===== src/rtl/isp_pkg.sv =====
package isp_pkg;
    // register indices, byte address is four times the index
    localparam logic [9:0] IDX_FLAG = 10'h00c;
    localparam logic [9:0] IDX_BUF = 10'h013;
    localparam logic [9:0] IDX_CTRL = 10'h014;
    localparam logic [9:0] IDX_DIR = 10'h087;
    localparam logic [9:0] IDX_IEN = 10'h08c;
    localparam logic [9:0] IDX_ADDR = 10'h093;
    localparam logic [9:0] IDX_STAT = 10'h094;
    // reset values
    localparam logic [7:0] RST_FLAG = 8'h00;
    localparam logic [7:0] RST_BUF = 8'h00;
    localparam logic [7:0] RST_CTRL = 8'h00;
    localparam logic [7:0] RST_DIR = 8'hff;
    localparam logic [7:0] RST_IEN = 8'h00;
    localparam logic [7:0] RST_ADDR = 8'h00;
    localparam logic [7:0] RST_STAT = 8'h00;
    // field positions
    localparam int FLAG_PORT_IRQ = 3;
    localparam int CTRL_WCOL = 7;
    localparam int CTRL_OV = 6;
    localparam int CTRL_EN = 5;
    localparam int CTRL_CKP = 4;
    localparam int STAT_DA = 5;
    localparam int STAT_STOP = 4;
    localparam int STAT_START = 3;
    localparam int STAT_RW = 2;
    localparam int STAT_UPD = 1;
    localparam int STAT_FULL = 0;
    localparam int DIR_SCL = 3;
    localparam int DIR_SDA = 4;
    // modes and constants
    localparam logic [3:0] MODE_SLV7 = 4'h6;
    localparam logic [3:0] MODE_SLV10 = 4'h7;
    localparam logic [3:0] MODE_SLV7_SS = 4'he;
    localparam logic [3:0] MODE_SLV10_SS = 4'hf;
    localparam logic [3:0] MODE_SS_ONLY = 4'hb;
    localparam logic [4:0] TENBIT_HDR = 5'h1e;
    localparam logic [3:0] BYTE_BITS = 4'h8;

    typedef enum logic [2:0] {
        ST_IDLE = 3'h0,
        ST_RECV = 3'h1,
        ST_ACK = 3'h3,
        ST_SEND = 3'h2,
        ST_MACK = 3'h6
    } isp_state_e;

    typedef enum logic [1:0] {
        PH_ADDR = 2'h0,
        PH_LOW = 2'h1,
        PH_DATA = 2'h2
    } isp_phase_e;

    function automatic logic isp_is_slave(input logic [3:0] m);
        return (m == MODE_SLV7) || (m == MODE_SLV10) || (m == MODE_SLV7_SS) ||
               (m == MODE_SLV10_SS);
    endfunction

    function automatic logic isp_is_ten(input logic [3:0] m);
        return (m == MODE_SLV10) || (m == MODE_SLV10_SS);
    endfunction

    function automatic logic isp_is_ss(input logic [3:0] m);
        return (m == MODE_SLV7_SS) || (m == MODE_SLV10_SS) || (m == MODE_SS_ONLY);
    endfunction
endpackage


===== src/rtl/isp_slave_port.sv =====
`timescale 1ns/1ps
module isp_slave_port
    import isp_pkg::*;
(
    // clock and reset
    input wire logic pclk,
    input wire logic presetn,
    // apb slave
    input wire logic psel,
    input wire logic penable,
    input wire logic pwrite,
    input wire logic [11:0] paddr,
    input wire logic [31:0] pwdata,
    output logic [31:0] prdata,
    output logic pready,
    output logic pslverr,
    // two-wire pins
    input wire logic scl_i,
    output logic scl_o,
    output logic scl_oe_n,
    input wire logic sda_i,
    output logic sda_o,
    output logic sda_oe_n
);
    // registers
    logic [7:0] flag_q, buf_q, ctrl_q, dir_q, ien_q, addr_q, stat_q;
    logic [31:0] prdata_q;
    logic pready_q, pslverr_q, scl_oe_n_q, sda_oe_n_q;
    isp_state_e state_q;
    isp_phase_e phase_q;
    logic [3:0] bitcnt_q;
    logic [7:0] sr_q;
    logic ack_q, tx_pend_q, upd_pend_q, hi_ok_q, mack_q;
    logic [1:0] scl_sync_q, sda_sync_q;
    logic scl_q, sda_q;

    // line synchroniser and edge detect
    always_ff @(posedge pclk or negedge presetn) begin
        if (!presetn) begin
            scl_sync_q <= 2'h3;
            sda_sync_q <= 2'h3;
            scl_q <= 1'b1;
            sda_q <= 1'b1;
        end else begin
            scl_sync_q <= {scl_sync_q[0], scl_i};
            sda_sync_q <= {sda_sync_q[0], sda_i};
            scl_q <= scl_sync_q[1];
            sda_q <= sda_sync_q[1];
        end
    end

    logic scl_s, sda_s, scl_rise, scl_fall, start_det, stop_det;
    assign scl_s = scl_sync_q[1];
    assign sda_s = sda_sync_q[1];
    assign scl_rise = scl_s & ~scl_q;
    assign scl_fall = ~scl_s & scl_q;
    assign start_det = scl_s & scl_q & sda_q & ~sda_s;
    assign stop_det = scl_s & scl_q & ~sda_q & sda_s;

    // apb decode, one wait state
    logic acc, wr_acc, rd_acc, hit;
    logic [9:0] idx;
    assign idx = paddr[11:2];
    assign acc = psel & penable & pready_q;
    assign wr_acc = acc & pwrite;
    assign rd_acc = acc & ~pwrite;
    assign hit = (idx == IDX_FLAG) || (idx == IDX_BUF) || (idx == IDX_CTRL) ||
                 (idx == IDX_DIR) || (idx == IDX_IEN) || (idx == IDX_ADDR) ||
                 (idx == IDX_STAT);

    logic wr_flag, wr_buf, wr_ctrl, wr_dir, wr_ien, wr_addr, wr_stat, rd_buf;
    assign wr_flag = wr_acc & (idx == IDX_FLAG);
    assign wr_buf = wr_acc & (idx == IDX_BUF);
    assign wr_ctrl = wr_acc & (idx == IDX_CTRL);
    assign wr_dir = wr_acc & (idx == IDX_DIR);
    assign wr_ien = wr_acc & (idx == IDX_IEN);
    assign wr_addr = wr_acc & (idx == IDX_ADDR);
    assign wr_stat = wr_acc & (idx == IDX_STAT);
    assign rd_buf = rd_acc & (idx == IDX_BUF);

    logic en, slave_on, ten, ss_on, buf_full, ov, ckp;
    assign en = ctrl_q[CTRL_EN];
    assign slave_on = en & isp_is_slave(ctrl_q[3:0]);
    assign ten = isp_is_ten(ctrl_q[3:0]);
    assign ss_on = en & isp_is_ss(ctrl_q[3:0]);
    assign buf_full = stat_q[STAT_FULL];
    assign ov = ctrl_q[CTRL_OV];
    assign ckp = ctrl_q[CTRL_CKP];

    // byte end decisions
    logic byte_end, accept, room, ack_ok, rw_in, is_hi_rd;
    assign byte_end = (state_q == ST_RECV) && scl_fall && (bitcnt_q == BYTE_BITS);
    assign rw_in = sr_q[0];
    assign room = ~buf_full & ~ov;
    always_comb begin
        accept = 1'b0;
        is_hi_rd = 1'b0;
        unique case (phase_q)
            PH_ADDR: begin
                if (ten) begin
                    if ((sr_q[7:3] == TENBIT_HDR) && (sr_q[2:1] == addr_q[2:1])) begin
                        accept = ~rw_in | hi_ok_q;
                        is_hi_rd = rw_in;
                    end
                end else begin
                    accept = (sr_q[7:1] == addr_q[7:1]) && (sr_q[7:1] != 7'h00);
                end
            end
            PH_LOW: accept = (sr_q == addr_q);
            default: accept = 1'b1;
        endcase
    end
    assign ack_ok = accept & room;

    // events toward the registers
    logic ev_flag, ev_load, ev_ov, ev_upd, ev_hold, ev_nack, ev_wcol;
    assign ev_load = byte_end & ack_ok;
    assign ev_ov = byte_end & accept & buf_full;
    assign ev_upd = (state_q == ST_ACK) && scl_fall && upd_pend_q;
    assign ev_hold = scl_fall && (((state_q == ST_ACK) && tx_pend_q) ||
                     ((state_q == ST_MACK) && !mack_q));
    assign ev_nack = (state_q == ST_MACK) && scl_rise && sda_s;
    assign ev_wcol = wr_buf && (state_q == ST_SEND) && ckp;
    assign ev_flag = (scl_fall && ((state_q == ST_ACK) ||
                     ((state_q == ST_MACK) && !mack_q))) ||
                     (ss_on && (start_det || stop_det));

    // slave engine
    always_ff @(posedge pclk or negedge presetn) begin
        if (!presetn) begin
            state_q <= ST_IDLE;
            phase_q <= PH_ADDR;
            bitcnt_q <= 4'h0;
            sr_q <= 8'h00;
            ack_q <= 1'b0;
            tx_pend_q <= 1'b0;
            upd_pend_q <= 1'b0;
            hi_ok_q <= 1'b0;
            mack_q <= 1'b1;
        end else if (!slave_on) begin
            state_q <= ST_IDLE;
            hi_ok_q <= 1'b0;
        end else if (start_det) begin
            state_q <= ST_RECV;
            phase_q <= PH_ADDR;
            bitcnt_q <= 4'h0;
        end else if (stop_det) begin
            state_q <= ST_IDLE;
            hi_ok_q <= 1'b0;
        end else begin
            unique case (state_q)
                ST_IDLE: begin
                    if (wr_buf) begin
                        sr_q <= pwdata[7:0];
                    end
                end
                ST_RECV: begin
                    if (scl_rise && (bitcnt_q < BYTE_BITS)) begin
                        sr_q <= {sr_q[6:0], sda_s};
                        bitcnt_q <= bitcnt_q + 4'h1;
                    end else if (byte_end) begin
                        state_q <= accept ? ST_ACK : ST_IDLE;
                        ack_q <= ack_ok;
                        tx_pend_q <= (phase_q == PH_ADDR) && rw_in && accept;
                        upd_pend_q <= ten && (phase_q != PH_DATA) && !is_hi_rd;
                        if (phase_q == PH_LOW) begin
                            hi_ok_q <= accept;
                        end
                    end
                end
                ST_ACK: begin
                    if (scl_fall) begin
                        bitcnt_q <= 4'h0;
                        ack_q <= 1'b0;
                        if (tx_pend_q) begin
                            state_q <= ST_SEND;
                        end else begin
                            state_q <= ST_RECV;
                            if (phase_q == PH_ADDR && ten) begin
                                phase_q <= PH_LOW;
                            end else begin
                                phase_q <= PH_DATA;
                            end
                        end
                    end
                end
                ST_SEND: begin
                    if (wr_buf && !ckp) begin
                        sr_q <= pwdata[7:0];
                    end else if (scl_fall && ckp) begin
                        sr_q <= {sr_q[6:0], 1'b1};
                        bitcnt_q <= bitcnt_q + 4'h1;
                        if (bitcnt_q == BYTE_BITS - 4'h1) begin
                            state_q <= ST_MACK;
                        end
                    end
                end
                ST_MACK: begin
                    if (scl_rise) begin
                        mack_q <= sda_s;
                        if (sda_s) begin
                            state_q <= ST_IDLE;
                        end
                    end else if (scl_fall) begin
                        state_q <= ST_SEND;
                        bitcnt_q <= 4'h0;
                    end
                end
                default: state_q <= ST_IDLE;
            endcase
        end
    end

    // buffer
    always_ff @(posedge pclk or negedge presetn) begin
        if (!presetn) begin
            buf_q <= RST_BUF;
        end else if (ev_load) begin
            buf_q <= sr_q;
        end else if (wr_buf && !ev_wcol) begin
            buf_q <= pwdata[7:0];
        end
    end

    // control: hardware sets win over firmware writes
    always_ff @(posedge pclk or negedge presetn) begin
        if (!presetn) begin
            ctrl_q <= RST_CTRL;
        end else begin
            if (wr_ctrl) begin
                ctrl_q <= pwdata[7:0];
            end
            if (ev_ov) begin
                ctrl_q[CTRL_OV] <= 1'b1;
            end
            if (ev_wcol) begin
                ctrl_q[CTRL_WCOL] <= 1'b1;
            end
            if (ev_hold) begin
                ctrl_q[CTRL_CKP] <= 1'b0;
            end
        end
    end

    // status
    always_ff @(posedge pclk or negedge presetn) begin
        if (!presetn) begin
            stat_q <= RST_STAT;
        end else if (!en || ev_nack) begin
            stat_q <= RST_STAT;
        end else begin
            if (wr_stat) begin
                stat_q[7:6] <= pwdata[7:6];
            end
            if (rd_buf) begin
                stat_q[STAT_FULL] <= 1'b0;
            end
            if (wr_addr) begin
                stat_q[STAT_UPD] <= 1'b0;
            end
            if (start_det) begin
                stat_q[STAT_START] <= 1'b1;
                stat_q[STAT_STOP] <= 1'b0;
            end
            if (stop_det) begin
                stat_q[STAT_STOP] <= 1'b1;
                stat_q[STAT_START] <= 1'b0;
            end
            if (byte_end && accept) begin
                stat_q[STAT_DA] <= (phase_q == PH_DATA);
                if (phase_q == PH_ADDR) begin
                    stat_q[STAT_RW] <= rw_in;
                end
            end
            if (ev_load) begin
                stat_q[STAT_FULL] <= 1'b1;
            end
            if (ev_upd) begin
                stat_q[STAT_UPD] <= 1'b1;
            end
        end
    end

    // plain storage registers and interrupt flag
    always_ff @(posedge pclk or negedge presetn) begin
        if (!presetn) begin
            flag_q <= RST_FLAG;
            dir_q <= RST_DIR;
            ien_q <= RST_IEN;
            addr_q <= RST_ADDR;
        end else begin
            if (wr_flag) begin
                flag_q <= pwdata[7:0];
            end
            if (ev_flag) begin
                flag_q[FLAG_PORT_IRQ] <= 1'b1;
            end
            if (wr_dir) begin
                dir_q <= pwdata[7:0];
            end
            if (wr_ien) begin
                ien_q <= pwdata[7:0];
            end
            if (wr_addr) begin
                addr_q <= pwdata[7:0];
            end
        end
    end

    // apb answer
    logic [7:0] rd_mux;
    always_comb begin
        unique case (idx)
            IDX_FLAG: rd_mux = flag_q;
            IDX_BUF: rd_mux = buf_q;
            IDX_CTRL: rd_mux = ctrl_q;
            IDX_DIR: rd_mux = dir_q;
            IDX_IEN: rd_mux = ien_q;
            IDX_ADDR: rd_mux = addr_q;
            IDX_STAT: rd_mux = stat_q;
            default: rd_mux = 8'h00;
        endcase
    end

    always_ff @(posedge pclk or negedge presetn) begin
        if (!presetn) begin
            pready_q <= 1'b0;
            pslverr_q <= 1'b0;
            prdata_q <= 32'h0000_0000;
        end else begin
            pready_q <= psel & penable & ~pready_q;
            pslverr_q <= psel & penable & ~pready_q & ~hit;
            prdata_q <= (psel & ~pwrite) ? {24'h00_0000, rd_mux} : 32'h0000_0000;
        end
    end

    // open-drain pins, low while driving
    logic scl_low_d, sda_low_d, i2c_on;
    assign i2c_on = en & (isp_is_slave(ctrl_q[3:0]) | isp_is_ss(ctrl_q[3:0]));
    assign scl_low_d = ~dir_q[DIR_SCL] | (i2c_on & dir_q[DIR_SCL] &
                       (stat_q[STAT_UPD] | ((state_q == ST_SEND) & ~ckp)));
    assign sda_low_d = ~dir_q[DIR_SDA] | (i2c_on & dir_q[DIR_SDA] &
                       (((state_q == ST_ACK) & ack_q) |
                       ((state_q == ST_SEND) & ~sr_q[7])));

    always_ff @(posedge pclk or negedge presetn) begin
        if (!presetn) begin
            scl_oe_n_q <= 1'b1;
            sda_oe_n_q <= 1'b1;
        end else begin
            scl_oe_n_q <= ~scl_low_d;
            sda_oe_n_q <= ~sda_low_d;
        end
    end

    assign prdata = prdata_q;
    assign pready = pready_q;
    assign pslverr = pslverr_q;
    assign scl_o = 1'b0;
    assign sda_o = 1'b0;
    assign scl_oe_n = scl_oe_n_q;
    assign sda_oe_n = sda_oe_n_q;

    // checks
    AST_NO_GCALL: assert property (@(posedge pclk) disable iff (!presetn)
        byte_end && (phase_q == PH_ADDR) && !ten && (sr_q[7:1] == 7'h00) |=> state_q == ST_IDLE)
        else $error("general call address answered");
    AST_ACK_LOAD: assert property (@(posedge pclk) disable iff (!presetn)
        byte_end && ack_ok && slave_on && !start_det && !stop_det |=>
        stat_q[STAT_FULL] && (buf_q == $past(sr_q)) && (state_q == ST_ACK) ##1 !sda_oe_n_q)
        else $error("matched byte not loaded and acknowledged");
    AST_NO_ACK_FULL: assert property (@(posedge pclk) disable iff (!presetn)
        byte_end && accept && (buf_full || ov) |=>
        !ack_q && (buf_q == $past(buf_q) || $past(wr_buf)))
        else $error("byte taken while buffer full or overflow");
    AST_FLAG_9TH: assert property (@(posedge pclk) disable iff (!presetn)
        (state_q == ST_ACK) && scl_fall && slave_on |=> flag_q[FLAG_PORT_IRQ])
        else $error("flag not set on ninth clock fall");
    AST_DISABLED: assert property (@(posedge pclk) disable iff (!presetn)
        !en |=> (state_q == ST_IDLE) && (stat_q == RST_STAT))
        else $error("port active while disabled");
    AST_FULL_CLEAR: assert property (@(posedge pclk) disable iff (!presetn)
        rd_buf && !ev_load |=> !stat_q[STAT_FULL])
        else $error("buffer read did not clear full flag");
    AST_OV_STICKY: assert property (@(posedge pclk) disable iff (!presetn)
        ov && !wr_ctrl |=> ov)
        else $error("overflow cleared itself");
    AST_UPD_RELEASE: assert property (@(posedge pclk) disable iff (!presetn)
        wr_addr && !ev_upd && en && (state_q != ST_SEND) && dir_q[DIR_SCL] |=>
        !stat_q[STAT_UPD] ##1 scl_oe_n_q)
        else $error("address write did not release clock");
    AST_START_IRQ: assert property (@(posedge pclk) disable iff (!presetn)
        start_det && ss_on |=> flag_q[FLAG_PORT_IRQ] && stat_q[STAT_START])
        else $error("start interrupt missing");
    AST_SHIFT: assert property (@(posedge pclk) disable iff (!presetn)
        (state_q == ST_RECV) && scl_rise && (bitcnt_q < BYTE_BITS) && slave_on &&
        !start_det && !stop_det |=> (sr_q[0] == $past(sda_s)) && (bitcnt_q == $past(bitcnt_q) + 4'h1))
        else $error("bit not shifted on clock rise");

    COV_ADDR_ACK: cover property (@(posedge pclk) disable iff (!presetn) byte_end && ack_ok);
    COV_OVERFLOW: cover property (@(posedge pclk) disable iff (!presetn) ev_ov);
    COV_TEN_UPD: cover property (@(posedge pclk) disable iff (!presetn) ev_upd ##[1:1000] wr_addr);
    COV_SEND: cover property (@(posedge pclk) disable iff (!presetn) state_q == ST_MACK);
endmodule


===== config.mk =====
export PLATFORM = sky130hd
export DESIGN_NAME = isp_slave_port
export DESIGN_NICKNAME = d
export VERILOG_FILES = /design/src/rtl/isp_pkg.sv /design/src/rtl/isp_slave_port.sv
export SDC_FILE = /design/constraint.sdc
export NUM_CORES = 1
export LEC_CHECK = 0
export BUFFER_PORTS_ARGS = -buffer_cell sky130_fd_sc_hd__buf_2
export CAP_MARGIN = 20
export CORE_ASPECT_RATIO = 1.25
export CORE_MARGIN = 1
export CORE_UTILIZATION = 50
export DETAILED_ROUTE_END_ITERATION = 6
export PLACE_DENSITY = 0.72
export SLEW_MARGIN = 10
export SYNTH_ARGS = -nofsm -noshare
export SYNTH_HDL_FRONTEND = slang
export SYNTH_SLANG_ARGS = --single-unit

===== constraint.sdc =====
create_clock -name pclk -period 3.4 [get_ports pclk]
set_input_delay 0.68 -clock pclk [delete_from_list [all_inputs] [get_ports pclk]]
set_output_delay 0.68 -clock pclk [all_outputs]
set_load 0.1 [all_outputs]

==> reports/results.txt <==
CTS tree: done
Initial Util: 51.5%
Drt initial violations: 255
Min Clock Period, post-route: 2.72 ns
Fill count: 862
Family with the most delay on the worst path: simple AND/OR/NAND/NOR gates
Fin crit share: 79.9%
Sw Ratio: 27.6%
Arrival time at the worst endpoint: 2.98 ns
Number of global-route vias before repair: 3952
Synth async-reset ratio: 100%
Die area: 10900 sq um
Vias per cell: 6.16
Core Area: 10200 sq um
Buf/Inv on CP: 2
Worst endpoint required time: 3.66 ns
Slew Limit Fails: 0
Initial antenna violation count: 0
Ys flop type: dfrtp_1
Hold Buf Count CTS: 0
Min-delay worst type: flip-flop to flip-flop
R2R Setup Slk: 0.86 ns
Post-Syn Instances: 476
GPL Wtd Cong: 0.865
Slew @ Worst Pin: 0.731 ns
Routed length per instance: 19.8 um
Clk root buf: clkbuf_16
Worst-Skew Late Latency: 0.35 ns
ANT nets after route: 0
Final Setup Violations: 0
Cell repeated most along the worst path: or4_4
Hold-critical path depth: 0
Final Hold Fails: 0
Number of max-cap violations: 0
Remaining global-route overflow: 0
Final setup TNS: 0 ns
Die height: 116 um
Maximum vdd drop: 210 uV
Layout cell share with drive strength beyond 1: 28.8%
Fmax: 368 MHz
Vias: 4074
Die Span X: 93.5 um
IO Count: 89
CP Capture Type: flip-flop
Post-synth EDFFs: 0
RSZ-0062 raised after global routing: no
Overall routing resource usage: 25.4%
Layout Cells excl Fill: 661
Synthesized area per cell: 11.0 sq um
Crit path max fanout: 7
Slew margin rel.: 51.3%
Detailed-router iteration count before antenna repair: 7
Hold worst-path end: scl_sync_q[1]$_DFF_PN1_
CP Depth: 7
Final HPWL DP: 9410 um
Sequential Power Share: 47.5%
Clock buffer depth: 2
CP peak stage delay: 0.60 ns
Net Sw Power: 672 uW
Resized cells post-CTS: 0
Setup Fix Bufs, Post-CTS: 0
Status: finished clean
Worst R2R End: sr_q[3]$_DFFE_PN0P_
Syn-to-layout area delta: 11.8%
CP Class: primary input to flip-flop
Worst Clk Skew: 0.00987 ns
Nets: 583
First-pass GRT wire length: 20900 um
Reg2reg start: ctrl_q[4]$_DFFE_PN0P_
Int Power: 1.76 mW
Drt drc: 0
Core Rows: 41
Yosys Warn Count: 0
Logic pwr share: 9.1%
Slowest stage cell, crit path: or4_4
Routed WL: 13100 um
Cts bufs inserted: 9
Mapped cell area: 5230 sq um
Final Core Density: 57.6%
Post-synthesis sequential area ratio: 46.3%
PortBufs: 36
Pwr dens: 416 nW/um^2
Largest net degree at the start of global routing: 58
LEAKAGE: 2.62 nW
N_diodes: 0
Netlist cell types: 71
Clk sinks: 96
Min-delay src: scl_sync_q[0]$_DFF_PN1_
CP Cell Sequence: buf_2 -> or4_4 -> or4_4 -> and2_4 -> a211oi_4 -> buf_4 -> mux2i_1
H-tree depth: 3
Worst r2r path cells: 6
Dpl cells: 645
Clock power share: 43.4%
Worst-path clk slew: 0.07 ns
Seq cells post-synth: 96
Worst setup SP type: primary input
power by group through the flow:
stage | combinational (mW) | sequential [mW] | clock [mW]
floorplan | 0.178 | 1.19 | 0
global placement | 0.220 | 1.18 | 0
detailed placement | 0.222 | 1.18 | 0
CTS | 0.223 | 1.16 | 1.07
global route | 0.235 | 1.16 | 1.12
finish | 0.222 | 1.16 | 1.06
synth_stat cells, drive strengths merged, types with 2 or more instances:
master / number / share of area [%]
a211oi: 3 / 0.67
a21boi: 3 / 0.43
a21oi: 16 / 1.6
a222oi: 8 / 1.5
a22o: 3 / 0.50
a22oi: 16 / 2.3
a31oi: 13 / 1.6
and2: 7 / 0.88
and3: 3 / 0.36
buf: 29 / 4.1
clkbuf: 12 / 1.3
dfrtp: 79 / 38
dfstp: 17 / 8.5
ha: 5 / 1.2
inv: 18 / 1.3
mux2: 45 / 9.8
mux2i: 31 / 5.9
nand2: 29 / 2.1
nand2b: 12 / 1.4
nand3: 11 / 1.1
nand3b: 3 / 0.43
nand4: 5 / 0.60
nand4b: 3 / 0.50
nor2: 19 / 1.4
nor2b: 2 / 0.24
nor3: 8 / 0.77
nor3b: 4 / 0.57
nor4: 11 / 2.0
nor4b: 2 / 0.33
o2111ai: 3 / 0.62
o211ai: 4 / 0.67
o21ai: 12 / 1.1
o22ai: 4 / 0.48
or3: 2 / 0.24
or4: 3 / 0.57
xnor2: 7 / 1.2
xor2: 3 / 0.50
layer usage:
metal  up-vias  GRT usage (%)  part of all wire (%)
met5         -              0                     0
met4         0           11.5                   3.2
met1      2075           32.2                    43
met2       145           43.1                    50
met3        33           3.71                   4.2
li1       1821              -                     -
state kept, by name, summed over array words and instances (netlist names), 2 cells and up:
signal / cells
ctrl_q: 8
phase_q: 2
bitcnt_q: 4
dir_q: 8
ien_q: 8
buf_q: 8
flag_q: 8
state_q: 3
sr_q: 8
scl_sync_q: 2
sda_sync_q: 2
addr_q: 8
prdata: 8
stat_q: 8
cell type report:
type	instances	area, sq um	area share, %
repair buffers	56	333	5.69
clock buffers	9	225	3.85
flip-flops and latches	96	2420	41.4
well taps	129	161	2.76
inverters	18	67.6	1.15
clock inverters	7	83.8	1.43
multi-input cells	346	2560	43.7
cell families after synthesis:
| family | share of synthesized area [%] |
|---|---|
| other | 0.0717 |
| flip-flops | 46.3 |
| adder cells (fa/ha/maj) | 1.20 |
| XOR/XNOR | 1.67 |
| AO/OA/AOI/OAI | 13.7 |
| buffers and inverters | 6.72 |
| AND/OR/NAND/NOR | 14.7 |
| multiplexers | 15.7 |
metrics by stage:
step | area (sq um) | setup slack (ns) | hold WS, ns | power, mW
after floorplan | 5330 | 0.415 | 0.345 | 1.36
after global placement | 5540 | 0.379 | 0.347 | 1.40
after detailed placement | 5540 | 0.368 | 0.347 | 1.40
after CTS | 5850 | 0.704 | 0.356 | 2.45
after global routing | 5850 | 0.584 | 0.361 | 2.51
final | 5850 | 0.682 | 0.356 | 2.44
cells in the final DEF (no fill, tap or decap), drive strengths merged, types with 4 or more instances in the layout:
cell    netlist  routed
nand2b       12      12
a222oi        8       8
mux2i        31      31
clkbuf       12       9
nor3          8       8
o22ai         4       4
conb          1      26
buf          29      56
mux2         45      45
nand4         5       5
nor2         19      19
o21ai        12      12
a22oi        16      16
nand2        29      29
nor3b         4       4
and2          7       7
a31oi        13      13
dfrtp        79      79
ha            5       5
a21oi        16      16
nor4         11      11
dfstp        17      17
inv          18      22
xnor2         7       7
o211ai        4       4
nand3        11      11
worst reg2reg max path: cells and delay by family (launching register included):
family	cells	cell delay, ns
AND/OR/NAND/NOR	3	1.26
multiplexers	1	0.20
AO/OA/AOI/OAI	1	0.40
flip-flops	1	0.39
buffers and inverters	1	0.21
worst max path at each step:
stage | from | endpoint
2_1_floorplan | paddr[7] | sr_q[1]$_DFFE_PN0P_
3_3_place_gp | paddr[7] | sr_q[1]$_DFFE_PN0P_
3_5_place_dp | paddr[7] | sr_q[3]$_DFFE_PN0P_
4_1_cts | paddr[7] | sr_q[3]$_DFFE_PN0P_
5_1_grt | paddr[7] | sr_q[4]$_DFFE_PN0P_
6_report | paddr[7] | sr_q[3]$_DFFE_PN0P_
Power figures use the tool's default switching activity.
